--- src/inc/plo_pkg.sv ---
// constants shared by the indicator override and transceiver control block
//==============================================================================
//==============================================================================
package plo_pkg;
   localparam int ADDR_W = 5;
   localparam int DATA_W = 16;
   // register map
   localparam logic [ADDR_W-1:0] OFF_OVERRIDE = 5'h18;
   localparam logic [ADDR_W-1:0] OFF_CONTROL = 5'h19;
   localparam logic [ADDR_W-1:0] OFF_IRQ_STATUS = 5'h1c;
   localparam logic [ADDR_W-1:0] OFF_IRQ_MASK = 5'h1d;
   // override register fields
   localparam int BIT_EN_SPEED = 5;
   localparam int BIT_EN_LINK = 4;
   localparam int BIT_EN_ACT = 3;
   localparam int BIT_VAL_SPEED = 2;
   localparam int BIT_VAL_LINK = 1;
   localparam int BIT_VAL_ACT = 0;
   localparam int OVR_USED_W = 6;
   // control register fields
   localparam int BIT_AUTO_X = 15;
   localparam int BIT_FORCE_X = 14;
   localparam int BIT_PAUSE_RX = 13;
   localparam int BIT_PAUSE_TX = 12;
   localparam int BIT_INJECT = 11;
   localparam int BIT_PATTERN = 10;
   localparam int BIT_PASS = 9;
   localparam int BIT_RUN = 8;
   localparam int BIT_BYPASS = 7;
   // advertisement fields
   localparam int BIT_ADV_PAUSE = 10;
   localparam int BIT_ADV_ASYM = 11;
   // interrupt status fields
   localparam int IRQ_W = 2;
   localparam int IRQ_FAIL = 0;
   localparam int IRQ_PAUSE = 1;
   localparam logic [IRQ_W-1:0] IRQ_RESET = 2'h0;
   localparam logic [2:0] IND_RESET = 3'h0;
   localparam logic [DATA_W-1:0] DATA_ZERO = 16'h0000;
   // stretch timing
   localparam int CLK_PERIOD_PS = 5000;
   localparam int TICK_TIME_US = 1000;
   localparam int TICK_CYCLES = (TICK_TIME_US * 1000000) / CLK_PERIOD_PS;
   localparam int STRETCH_TICKS = 50;
endpackage : plo_pkg

--- src/hdl/plo_stretch.sv ---
// pulse stretcher for one indicator
`timescale 1ns/1ps
module plo_stretch #(
   parameter int TICKS = plo_pkg::STRETCH_TICKS
) (
   input wire logic clk,
   input wire logic rst,
   input wire logic tick,
   input wire logic raw,
   output logic stretched
);
   import plo_pkg::*;
   localparam int CW = $clog2(TICKS + 1);
   localparam logic [CW-1:0] CNT_LOAD = CW'(TICKS);
   localparam logic [CW-1:0] CNT_ZERO = '0;

   typedef struct packed {
      logic [CW-1:0] cnt;
      logic out;
   } plo_stretch_type;

   plo_stretch_type st;
   plo_stretch_type next_st;

   //==============================================
   // hold the output until the count runs out
   always_comb begin
      next_st = st;
      if (raw) begin
         next_st.cnt = CNT_LOAD;
      end else if (tick && st.cnt != CNT_ZERO) begin
         next_st.cnt = st.cnt - 1'b1;
      end
      next_st.out = raw || next_st.cnt != CNT_ZERO;
   end

   // state register
   always_ff @(posedge clk) begin
      if (rst) begin
         st <= '0;
      end else begin
         st <= next_st;
      end
   end

   assign stretched = st.out;
endmodule : plo_stretch

--- src/hdl/plo_regs.sv ---
// indicator override and transceiver control registers
`timescale 1ns/1ps
module plo_regs #(
   parameter int TICK_CYCLES = plo_pkg::TICK_CYCLES,
   parameter int STRETCH_TICKS = plo_pkg::STRETCH_TICKS
) (
   input wire logic clk,
   input wire logic rst,
   // register port
   input wire logic [plo_pkg::ADDR_W-1:0] addr,
   input wire logic [plo_pkg::DATA_W-1:0] wdata,
   input wire logic wr,
   input wire logic rd,
   output logic [plo_pkg::DATA_W-1:0] rdata,
   output logic irq,
   // strap and negotiation results
   input wire logic strap_auto_crossover,
   input wire logic [plo_pkg::DATA_W-1:0] local_advertisement_reg,
   input wire logic [plo_pkg::DATA_W-1:0] partner_ability_reg,
   input wire logic hcd_full_duplex,
   // raw indicator status
   input wire logic speed_status,
   input wire logic link_status,
   input wire logic activity_status,
   // self-test checker result
   input wire logic selftest_error,
   // indicator pins
   output logic speed_indicator_out,
   output logic link_indicator_out,
   output logic activity_collision_indicator_out,
   // controls to the datapath
   output logic auto_crossover_enable,
   output logic force_crossover,
   output logic pause_rx_enable,
   output logic pause_tx_enable,
   output logic selftest_run,
   output logic selftest_pattern_select,
   output logic selftest_error_inject,
   output logic indicator_stretch_bypass
);
   import plo_pkg::*;
   localparam int TW = $clog2(TICK_CYCLES);
   localparam logic [TW-1:0] TICK_LAST = TW'(TICK_CYCLES - 1);

   typedef struct packed {
      logic [TW-1:0] div;
      logic tick;
      logic en_speed;
      logic en_link;
      logic en_act;
      logic val_speed;
      logic val_link;
      logic val_act;
      logic auto_x;
      logic force_x;
      logic pat;
      logic run;
      logic bypass;
      logic inject;
      logic err_seen;
      logic pass;
      logic [1:0] pause;
      logic [IRQ_W-1:0] irq_stat;
      logic [IRQ_W-1:0] irq_mask;
      logic [DATA_W-1:0] rdata;
      logic [2:0] ind;
   } plo_regs_type;

   plo_regs_type st;
   plo_regs_type next_st;
   logic [2:0] raw;
   logic [2:0] stretched;
   logic [1:0] resolved;
   logic wr_ovr;
   logic wr_ctl;
   logic wr_stat;
   logic wr_mask;

   //==============================================
   // pause resolution: returns {rx, tx} for full duplex
   function automatic logic [1:0] pause_resolve(
      input logic [DATA_W-1:0] loc,
      input logic [DATA_W-1:0] par
   );
      logic lp;
      logic la;
      logic pp;
      logic pa;
      lp = loc[BIT_ADV_PAUSE];
      la = loc[BIT_ADV_ASYM];
      pp = par[BIT_ADV_PAUSE];
      pa = par[BIT_ADV_ASYM];
      pause_resolve[1] = (lp && pp) || (lp && la && !pp && pa);
      pause_resolve[0] = (lp && pp) || (!lp && la && pp && pa);
   endfunction : pause_resolve

   //==============================================
   // write-one-to-clear with set winning
   function automatic logic [IRQ_W-1:0] w1c(
      input logic [IRQ_W-1:0] cur,
      input logic [IRQ_W-1:0] clr,
      input logic [IRQ_W-1:0] set
   );
      w1c = (cur & ~clr) | set;
   endfunction : w1c

   //==============================================
   // address decode
   assign wr_ovr = wr && addr == OFF_OVERRIDE;
   assign wr_ctl = wr && addr == OFF_CONTROL;
   assign wr_stat = wr && addr == OFF_IRQ_STATUS;
   assign wr_mask = wr && addr == OFF_IRQ_MASK;
   assign resolved = pause_resolve(local_advertisement_reg, partner_ability_reg);
   assign raw = {speed_status, link_status, activity_status};

   //==============================================
   // pulse stretchers, one per indicator
   for (genvar i = 0; i < 3; i++) begin : g_stretch
      plo_stretch #(
         .TICKS(STRETCH_TICKS)
      ) u_stretch (
         .clk(clk),
         .rst(rst),
         .tick(st.tick),
         .raw(raw[i]),
         .stretched(stretched[i])
      );
   end

   //==============================================
   // next state of the whole block
   always_comb begin
      logic [IRQ_W-1:0] ev;
      logic [2:0] normal;
      ev = '0;
      normal = '0;
      next_st = st;
      // stretch tick divider
      next_st.tick = st.div == TICK_LAST;
      next_st.div = next_st.tick ? '0 : st.div + 1'b1;
      // override register, upper bits dropped
      if (wr_ovr) begin
         next_st.en_speed = wdata[BIT_EN_SPEED];
         next_st.en_link = wdata[BIT_EN_LINK];
         next_st.en_act = wdata[BIT_EN_ACT];
         next_st.val_speed = wdata[BIT_VAL_SPEED];
         next_st.val_link = wdata[BIT_VAL_LINK];
         next_st.val_act = wdata[BIT_VAL_ACT];
      end
      // control register, read-only bits ignored
      next_st.inject = 1'b0;
      if (wr_ctl) begin
         next_st.auto_x = wdata[BIT_AUTO_X];
         next_st.force_x = wdata[BIT_FORCE_X];
         next_st.inject = wdata[BIT_INJECT];
         next_st.pat = wdata[BIT_PATTERN];
         next_st.run = wdata[BIT_RUN];
         next_st.bypass = wdata[BIT_BYPASS];
      end
      // self-test result latch, cleared while stopped
      if (!st.run) begin
         next_st.err_seen = 1'b0;
      end else if (selftest_error) begin
         next_st.err_seen = 1'b1;
      end
      next_st.pass = st.run && !next_st.err_seen;
      // pause results only for a full duplex outcome
      next_st.pause = hcd_full_duplex ? resolved : 2'b00;
      // interrupt events
      ev[IRQ_FAIL] = next_st.err_seen && !st.err_seen;
      ev[IRQ_PAUSE] = next_st.pause != st.pause;
      next_st.irq_stat = w1c(st.irq_stat, wr_stat ? wdata[IRQ_W-1:0] : IRQ_RESET, ev);
      if (wr_mask) begin
         next_st.irq_mask = wdata[IRQ_W-1:0];
      end
      // indicator selection: forced, raw or stretched
      normal = st.bypass ? raw : stretched;
      next_st.ind[2] = next_st.en_speed ? next_st.val_speed : normal[2];
      next_st.ind[1] = next_st.en_link ? next_st.val_link : normal[1];
      next_st.ind[0] = next_st.en_act ? next_st.val_act : normal[0];
      // read data for one cycle only
      next_st.rdata = DATA_ZERO;
      if (rd) begin
         unique case (addr)
            OFF_OVERRIDE: begin
               next_st.rdata[BIT_EN_SPEED] = st.en_speed;
               next_st.rdata[BIT_EN_LINK] = st.en_link;
               next_st.rdata[BIT_EN_ACT] = st.en_act;
               next_st.rdata[BIT_VAL_SPEED] = st.val_speed;
               next_st.rdata[BIT_VAL_LINK] = st.val_link;
               next_st.rdata[BIT_VAL_ACT] = st.val_act;
            end
            OFF_CONTROL: begin
               next_st.rdata[BIT_AUTO_X] = st.auto_x;
               next_st.rdata[BIT_FORCE_X] = st.force_x;
               next_st.rdata[BIT_PAUSE_RX] = st.pause[1];
               next_st.rdata[BIT_PAUSE_TX] = st.pause[0];
               next_st.rdata[BIT_INJECT] = st.inject;
               next_st.rdata[BIT_PATTERN] = st.pat;
               next_st.rdata[BIT_PASS] = st.pass;
               next_st.rdata[BIT_RUN] = st.run;
               next_st.rdata[BIT_BYPASS] = st.bypass;
            end
            OFF_IRQ_STATUS: begin
               next_st.rdata[IRQ_W-1:0] = st.irq_stat;
            end
            OFF_IRQ_MASK: begin
               next_st.rdata[IRQ_W-1:0] = st.irq_mask;
            end
            default: begin
               next_st.rdata = DATA_ZERO;
            end
         endcase
      end
      // synchronous reset, crossover enable taken from the strap
      if (rst) begin
         next_st = '0;
         next_st.auto_x = strap_auto_crossover;
         next_st.irq_stat = IRQ_RESET;
         next_st.irq_mask = IRQ_RESET;
         next_st.ind = IND_RESET;
      end
   end

   // state register
   always_ff @(posedge clk) begin
      st <= next_st;
   end

   //==============================================
   // outputs
   assign rdata = st.rdata;
   assign irq = |(st.irq_stat & st.irq_mask);
   assign speed_indicator_out = st.ind[2];
   assign link_indicator_out = st.ind[1];
   assign activity_collision_indicator_out = st.ind[0];
   assign auto_crossover_enable = st.auto_x;
   assign force_crossover = st.force_x;
   assign pause_rx_enable = st.pause[1];
   assign pause_tx_enable = st.pause[0];
   assign selftest_run = st.run;
   assign selftest_pattern_select = st.pat;
   assign selftest_error_inject = st.inject;
   assign indicator_stretch_bypass = st.bypass;

   // helper: a read of the override or control register was taken last cycle
   logic h_rd_ovr;
   logic h_rd_ctl;
   logic [5:0] h_ovr;
   always_ff @(posedge clk) begin
      h_rd_ovr <= rd && addr == OFF_OVERRIDE;
      h_rd_ctl <= rd && addr == OFF_CONTROL;
      h_ovr <= {st.en_speed, st.en_link, st.en_act, st.val_speed, st.val_link, st.val_act};
   end
endmodule : plo_regs

--- config.mk ---
export PLATFORM = sky130hd
export DESIGN_NAME = plo_regs
export DESIGN_NICKNAME = d
export VERILOG_FILES = /design/src/inc/plo_pkg.sv /design/src/hdl/plo_stretch.sv /design/src/hdl/plo_regs.sv
export SDC_FILE = /design/constraint.sdc
export NUM_CORES = 1
export LEC_CHECK = 0
export BUFFER_PORTS_ARGS = -buffer_cell sky130_fd_sc_hd__buf_2
export CAP_MARGIN = 10
export CORE_AREA = 10 10 120 122
export CTS_CLUSTER_DIAMETER = 200
export DETAILED_ROUTE_END_ITERATION = 7
export DIE_AREA = 0 0 130 132
export PLACE_DENSITY = 0.51
export SLEW_MARGIN = 30
export SYNTH_ARGS = -nofsm -noshare
export SYNTH_HDL_FRONTEND = slang
export SYNTH_SLANG_ARGS = --single-unit
--- constraint.sdc ---
create_clock -name clk -period 2.4 [get_ports clk]
set_input_delay 0.48 -clock clk [delete_from_list [all_inputs] [get_ports clk]]
set_output_delay 0.48 -clock clk [all_outputs]
set_load 0.02 [all_outputs]
# Word level (Yosys, flattened, before mapping)
# Cells that the tools add are included.
[op_classes]
n_addsub = 4
bitwise_logic = 8
eq_ne = 6
n_reduce_logical = 38
mux = 22
[op_table]
columns = ["cell", "count"]
rows = [
  ["6-bit 2-to-1 mux", 8],
  ["6-bit nonzero test", 6],
  ["33-bit 2-to-1 mux", 1],
  ["5-bit == test, second input constant", 4],
  ["18-bit by 1-bit adder with 18-bit output, second input constant", 1],
  ["18-bit == test, second input constant", 1],
  ["6-bit by 1-bit subtractor with 6-bit output, second input constant", 3],
  ["1-bit logical AND", 16],
  ["16-bit 2-to-1 mux", 1],
  ["9-bit 2-to-1 mux", 1],
  ["2-bit OR reduction", 4],
  ["2-bit 2-to-1 mux", 3],
  ["2-bit one-hot mux with 3 select lines", 1],
  ["3-bit OR reduction", 2],
  ["1-bit logical OR", 5],
  ["1-bit 2-to-1 mux", 5],
  ["2-bit bitwise AND", 2],
  ["1-bit logical NOT", 4],
  ["4-bit 2-to-1 mux", 1],
  ["1-bit NOT", 4],
  ["3-bit 2-to-1 mux", 1],
  ["2-bit inequality test", 1],
  ["2-bit NOT", 1],
  ["2-bit OR", 1],
  ["2-bit nonzero test", 1],
]
[word_totals]
word_cells = 108
inputBits = 63
regBits = 79
out_inout_bits = 28

# Logic depth before layout (Yosys ltp)
# Gate-level depths: netlist (run 1).
[logic_depth]
ltp_word = 9
mapped_depth = 8

# Modules after synthesis
# A second synthesis (run 1) with hierarchy kept.
[unflattened]
hier_cells = 387
hier_area_um2 = 3671.0
[by_module_without_submodules]
columns = ["mod", "cells_each", "n_inst", "area_each_um2", "seq_area_each_um2"]
rows = [
  ["plo_regs", 258, 1, 2462.4, 1151.1],
  ["plo_stretch", 43, 3, 402.9, 140.1],
]

# Least setup slack after synthesis (run 1)
# Ideal clock, no wire load.
[synth_path]
path_kind = "flip-flop to flip-flop"
startpoint = "reg g_stretch[2].u_stretch.st[1] (netlist name)"
endpoint = "reg g_stretch[2].u_stretch.st, in the netlist g_stretch[2].u_stretch.stretched"
n_path_buf = 0
setup_time_ps = 133
synth_period_minus_slack_ps = 1846
arrival_time_ps = 1714
required_time_ps = 2267
setup_slack_ps = 554
stages_incl_launch_ff = 8
cell_sequence = "dfxtp_1 -> inv_1 -> ha_1 -> or3b_4 -> o31ai_4 -> or3b_2 -> a211oi_1 -> a31oi_1"
[synth_between]
elab_chain_len = 6
word_cells_on_any_way = 7
cone_classes = "add/sub (1); mux (2); reduce/logical (4)"
[synth_lines]
columns = ["element", "line", "rtl"]
rows = [
  ["from (decl)", "plo_stretch.sv:22", "plo_stretch_type st;"],
  ["from (signal assigned)", "plo_stretch.sv:42", "st <= next_st;"],
  ["parallel branches: the longest is 2 deep, another holds 6-bit by 1-bit subtractor with 6-bit output", "n/a", ""],
  ["6-bit 2-to-1 mux *", "plo_stretch.sv:31", "end else if (tick && st.cnt != CNT_ZERO) begin"],
  ["6-bit 2-to-1 mux *", "plo_stretch.sv:29", "if (raw) begin"],
  ["6-bit nonzero test *", "plo_stretch.sv:34", "next_st.out = raw || next_st.cnt != CNT_ZERO;"],
  ["1-bit logical OR *", "plo_stretch.sv:34", ""],
]
# Mark *: on every way between the ends.
# A chain may end at the register's enable or synchronous reset.

# Worst setup path after layout (run 1)
[layout_path]
startpoint = "reg g_stretch[2].u_stretch.st[2] (netlist name)"
endpoint = "reg g_stretch[2].u_stretch.st, in the netlist g_stretch[2].u_stretch.stretched"
# The elaborated chain is that of the path after synthesis.

==> reports/results.ini, run 1 <==
[routing]
antenna_left=0
vias=2820
drt-initial-drc-count=171
drcViolationCount=0
detail_route.wl_per_cell_um=13.2
vias_per_cell=4.76
wl_um=7820
dr.pass1.iters=4

[synthesis]
synthArstFlopShare_pct=0
synth_cell_type_count=56
netlist_instances=401
yosysWarnings=0
syn_nets=471
ys_seq_area_share_pct=43.1
yosys-top-cells-area=dfxtp_1 (42%), nor2_1 (6.5%), mux2i_1 (5.2%)
synth-edff-count=1
synth_top_area_share_pct=42.3
netlist_top_cells_count=dfxtp_1 (77), nor2_1 (63), mux2i_1 (19), nand2_1 (19), nor3_1 (17)
synth_top_area_cell=dfxtp_1
synth_ff_type=dfxtp_1
postSynthAreaPerCell_um2=9.09
syn_area_um2=3650
ys_seq_elements=78
synth.most_common_cell=dfxtp_1

[clock_network]
post_cts_buffers=0
cts_buffer_depth=2
ctsHoldBuffers=0
clock_latency_ns=0.33
cts.sinks=78
cts_made_buffers=9
cts_resized=0
clk_pin_slew_ns=0.06
cts_root_buf=clkbuf_16
htreeDepth=3
cts_tree=yes

[critical_path]
cp_slowest_cell=or3b_2
path_delay_family=simple AND/OR/NAND/NOR gates
crit_type=flip-flop to flip-flop
crit_end=g_stretch[2].u_stretch.stretched$_SDFF_PP0_
cp.required_ns=2.61
worst-r2r-setup-slack_ns=0.37
startpoint=g_stretch[2].u_stretch.st[2]$_SDFF_PP0_
worstPathArrival_ns=2.24
reg2reg_to=g_stretch[2].u_stretch.stretched$_SDFF_PP0_
end_kind=flip-flop
worst-r2r-cell-count=7
rr_startpoint=g_stretch[2].u_stretch.st[2]$_SDFF_PP0_
critPathMaxStageDelay_ns=0.46
crit_chain=inv_1 > ha_1 > or3b_4 > o31ai_4 > or3b_2 > a211oi_1 > a31oi_1
path_buf_inv=1
worstPathMaxFanout=6
cp-start-kind=flip-flop
path_depth=7

[status]
status=finished clean

[sta]
slew_viol_final=0
setup_viol=0
holdWs_ns=0.337
setup_tns_ns=0
fin_crit_sh_pct=84.5
slew_headroom_pct=64.7
rsz0062_at_grt=no
fmax_mhz=493
hold_viol_final=0
layout_min_cycle_time_ns=2.03
skew_ns=0.00669
layout_setup_ws_ns=0.372
worst_pin_slew_ns=0.528

[place]
dpl_worst_slack_ns=0.386
portBuffers=57
gp_congestion=0.805
dp_hpwl_um=5740
dp_cells=577
place_area_um2=3940

[die]
core-area_um2=11900
die_area_um2=17200
start_util_pct=30.6
dieWidth_um=130
die_y_um=132
ioPinCount=91
fp-row-count=40

[final_layout]
stdcell_count=593
n_antenna_cell=0
fin_util_pct=35.6
drive_gt1_share_pct=21.7
post-route-cell-area_um2=4240
area_growth_pct=16.4
nets=511

[power_and_ir_drop]
p_leak_nw=1.76
power_density_nw_per_um2=687
p_total_mw=2.91
ir_drop_v=0.000356

[global_route]
grt_first_pass_wirelength_um=13000
grt_antenna_before_repair=0
grt_usage_pct=9.17
grt_overflow=0
grt_pass1_vias=2715
grt_max_degree=26

[job]
drv_cap=0

[min_path]
worstHoldPathType=input port to flip-flop

[power breakdown]
part / internal, mW / switching, mW / leakage (nW)
Combinational: 0.0792 / 0.106 / 0.981
Clock: 0.820 / 0.564 / 0.143
Sequential: 1.33 / 0.0203 / 0.636
Total: 2.22 / 0.690 / 1.76
[metal layers]
layer	vias up	part of all wire (%)	GRT usage, %
met4	0	1.6	4.88
met1	1299	49	11.4
li1	1465	-	-
met2	47	44	14.3
met3	9	5.6	2.09
met5	-	0	0
[how the worst min path moves through the flow]
stage                           start                end  slack (ns)  cells after the start
finish                 selftest_error  st[25]$_SDFF_PP0_        0.34                      2
global route           selftest_error  st[25]$_SDFF_PP0_        0.34                      2
CTS                    selftest_error  st[25]$_SDFF_PP0_        0.33                      2
detailed placement  st[26]$_SDFF_PP0_  st[25]$_SDFF_PP0_        0.44                      1
global placement    st[26]$_SDFF_PP0_  st[25]$_SDFF_PP0_        0.43                      1
floorplan           st[26]$_SDFF_PP0_  st[25]$_SDFF_PP0_        0.42                      1
[sequential cells by signal, indices dropped and copies added, names as in the netlist]
signal,flops
st,31
g_stretch.u_stretch.st,18
rdata,15
g_stretch.u_stretch.stretched,3
activity_collision_indicator_out,1
auto_crossover_enable,1
force_crossover,1
indicator_stretch_bypass,1
link_indicator_out,1
pause_rx_enable,1
pause_tx_enable,1
selftest_error_inject,1
selftest_pattern_select,1
selftest_run,1
speed_indicator_out,1
[layout by cell type (no fill, tap or decap), types with 5 or more instances in the layout]
| master | instances |
|---|---|
| dfxtp_1 | 77 |
| nor2_1 | 63 |
| buf_2 | 57 |
| nand2_1 | 19 |
| mux2i_1 | 19 |
| nor3_1 | 17 |
| nand3_1 | 12 |
| inv_1 | 11 |
| and3_1 | 11 |
| xor2_1 | 11 |
| xnor2_1 | 11 |
| a21oi_1 | 10 |
| o21ai_0 | 9 |
| clkbuf_16 | 9 |
| mux2_2 | 8 |
| a211oi_1 | 7 |
| ha_1 | 7 |
| nand2b_1 | 5 |
| nand4_1 | 5 |
| a31oi_1 | 5 |
| nor3b_1 | 5 |
| and2_1 | 5 |
[layout make-up]
type                    count  area, µm²
clock inverters             7       80.1
inverters                  11       41.3
flip-flops and latches     78       1570
fillers                  1239       7670
well taps                 147        184
clock buffers               9        225
multi-input cells         280       1830
repair buffers             61        315
[logic make-up (layout without fill, tap and decap cells)]
kind of cell / count (synthesis) / in the layout / synth area share (%)
AND/OR/NAND/NOR: 176 / 176 / 25.5
flip-flops: 78 / 78 / 43.1
AO/OA/AOI/OAI: 47 / 47 / 9.09
buffers and inverters: 43 / 88 / 6.83
multiplexers: 27 / 27 / 7.69
XOR/XNOR: 22 / 22 / 5.28
adder cells (fa/ha/maj): 7 / 7 / 2.40
other: 1 / 1 / 0.103
No activity file was read; power rests on OpenSTA's default activity.
==> run 2, diff against run 1 <==
- clock period: 2.4 -> 1.96 ns (I/O delays scaled with it)
==> run 2 against run 1 <==
Against the previous run: sequential share of layout area fell by 0.88 points; wire length up 2.0%; via count is 2.0% higher; first-iteration DRC count is 18% lower; critical path type unchanged; largest power group unchanged; die area did not move; utilization rose by 0.87 points; combinational power grew 28%.
==> reports/results.ini, run 2 (same netlist as run 1, synthesis figures left out) <==
[status]
status=finished clean

[sta]
skew_ns=0.00660  ; -0.0000905 ns
layout_min_cycle_time_ns=1.86  ; -0.167 ns
fin_crit_sh_pct=94.9  ; +10 points
fmax_mhz=537  ; +9.0%
slew_headroom_pct=66.4  ; +1.7 points
hold_viol_final=0  ; unchanged
slew_viol_final=0  ; unchanged
setup_tns_ns=0  ; unchanged
rsz0062_at_grt=no
setup_viol=0  ; unchanged
worst_pin_slew_ns=0.499  ; -0.0296 ns

[global_route]
grt_overflow=0  ; unchanged
grt_antenna_before_repair=0  ; unchanged
grt_pass1_vias=2815  ; +3.7%
grt_usage_pct=9.32  ; +0.15 points
grt_max_degree=22  ; -15%
grt_first_pass_wirelength_um=13200  ; +1.5%

[critical_path]
cp-start-kind=flip-flop
worst-r2r-cell-count=7  ; unchanged
worst-r2r-setup-slack_ns=0.1  ; -0.27 ns
worstPathMaxFanout=5  ; -1
reg2reg_to=g_stretch[2].u_stretch.stretched$_SDFF_PP0_
rr_startpoint=g_stretch[2].u_stretch.st[2]$_SDFF_PP0_
end_kind=flip-flop
worstPathArrival_ns=2.07  ; -0.17 ns
cp.required_ns=2.17  ; -0.44 ns
crit_type=flip-flop to flip-flop

[place]
dp_hpwl_um=5930  ; +3.4%
portBuffers=57  ; unchanged
gp_congestion=0.779  ; -3.2%

[die]
fp-row-count=40  ; unchanged
dieWidth_um=130  ; unchanged
core-area_um2=11900  ; unchanged
die_area_um2=17200  ; unchanged
die_y_um=132  ; unchanged
start_util_pct=30.6  ; unchanged
ioPinCount=91  ; unchanged

[final_layout]
nets=520  ; +1.8%
drive_gt1_share_pct=23.5  ; +1.8 points
final_cell_mix=dfxtp_1 (77), nor2_1 (63), buf_2 (57)
area_growth_pct=19.2
n_antenna_cell=0  ; unchanged
layout_commonest_cell=dfxtp_1
largest_reg_flops=31  ; unchanged
top_register=st

[routing]
antenna_left=0  ; unchanged
vias=2877  ; +2.0%
drcViolationCount=0  ; unchanged
vias_per_cell=4.78  ; +0.50%
drt-initial-drc-count=140  ; -18%
detail_route.wl_per_cell_um=13.3  ; +0.49%
dr.pass1.iters=4  ; unchanged
wl_um=7980  ; +2.0%

[min_path]
holdPathEnd=st[25]$_SDFF_PP0_
min_from=selftest_error
worstHoldPathType=input port to flip-flop
whs_path_depth=2  ; unchanged

[clock_network]
cts_root_buf=clkbuf_16
cts_buffer_depth=2  ; unchanged
post_cts_buffers=0  ; unchanged
cts.sinks=78  ; unchanged
clk_pin_slew_ns=0.06  ; about the same
htreeDepth=3  ; unchanged
clock_latency_ns=0.34  ; about the same
cts_resized=0  ; unchanged
cts_made_buffers=9  ; unchanged
ctsHoldBuffers=0  ; unchanged
cts_tree=yes

[power_and_ir_drop]
p_total_mw=3.59  ; +23%
ir_drop_v=0.000443  ; +24%
p_leak_nw=1.82  ; +3.4%
power_density_nw_per_um2=826  ; +20%

[job]
drv_cap=0  ; unchanged

-- run 2: cell count changes in the layout (fill, tap and decap cells not counted) --
cell / delta
buf_12: +2
buf_6: +1
a211oi_1: -1
inv_6: -2
clkinvlp_4: -2
clkinv_4: +4
buf_4: +6
a211oi_2: +1
-- run 2: per-layer routing --
metal	share of wire, %	global-route usage, %	up-vias	routed length, µm
li1	-	-	1485	-
met4	2.4	4.94	0	194
met2	45	14.6	64	3610
met1	46	11.1	1314	3670
met3	6.3	2.78	14	504
met5	0	0	-	0
-- run 2: final cells by class --
class	count	area (µm²)
fillers	1232	7560
multi-input cells	280	1830
well taps	147	184
clock buffers	9	225
flip-flops and latches	78	1570
clock inverters	7	82.6
repair buffers	70	412
inverters	11	41.3
-- run 2: worst max path at each step --
| stage | from | to | slack, ns | depth (start not counted) |
|---|---|---|---|---|
| 4_1_cts | g_stretch[2].u_stretch.st[2]$_SDFF_PP0_ | g_stretch[2].u_stretch.stretched$_SDFF_PP0_ | 0.10 | 8 |
| 3_5_place_dp | g_stretch[2].u_stretch.st[2]$_SDFF_PP0_ | g_stretch[2].u_stretch.stretched$_SDFF_PP0_ | 0.12 | 7 |
| 3_3_place_gp | g_stretch[2].u_stretch.st[1]$_SDFF_PP0_ | g_stretch[2].u_stretch.stretched$_SDFF_PP0_ | 0.12 | 7 |
| 5_1_grt | g_stretch[2].u_stretch.st[2]$_SDFF_PP0_ | g_stretch[2].u_stretch.stretched$_SDFF_PP0_ | 0.002 | 8 |
| 6_report | g_stretch[2].u_stretch.st[2]$_SDFF_PP0_ | g_stretch[2].u_stretch.stretched$_SDFF_PP0_ | 0.1 | 7 |
| 2_1_floorplan | g_stretch[2].u_stretch.st[1]$_SDFF_PP0_ | g_stretch[2].u_stretch.stretched$_SDFF_PP0_ | 0.11 | 7 |
-- run 2: through the flow --
stage	instances	hold slack (ns)	cell area [µm²]	worst slack [ns]	util [%]
finish	602	0.251	4350	0.0991	36.5
detailed placement	586	0.439	4030	0.115	33.8
CTS	602	0.242	4340	0.105	36.4
global route	602	0.256	4350	0.00228	36.5
floorplan	401	0.420	3650	0.114	-
global placement	586	0.435	4030	0.117	33.8
-- run 2: where the power goes --
part	switching (mW)	internal (mW)
Combinational	0.133	0.104
Sequential	0.0240	1.62
Clock	0.701	1.00
Total	0.858	2.73
-- run 2: critical path: stages, from the launching register on --
cell      delay (ns)
dfxtp_1         0.34
inv_1           0.07
ha_1            0.20
or3b_4          0.27
o31ai_4         0.07
or3b_2          0.46
a211oi_2        0.22
a31oi_1         0.10
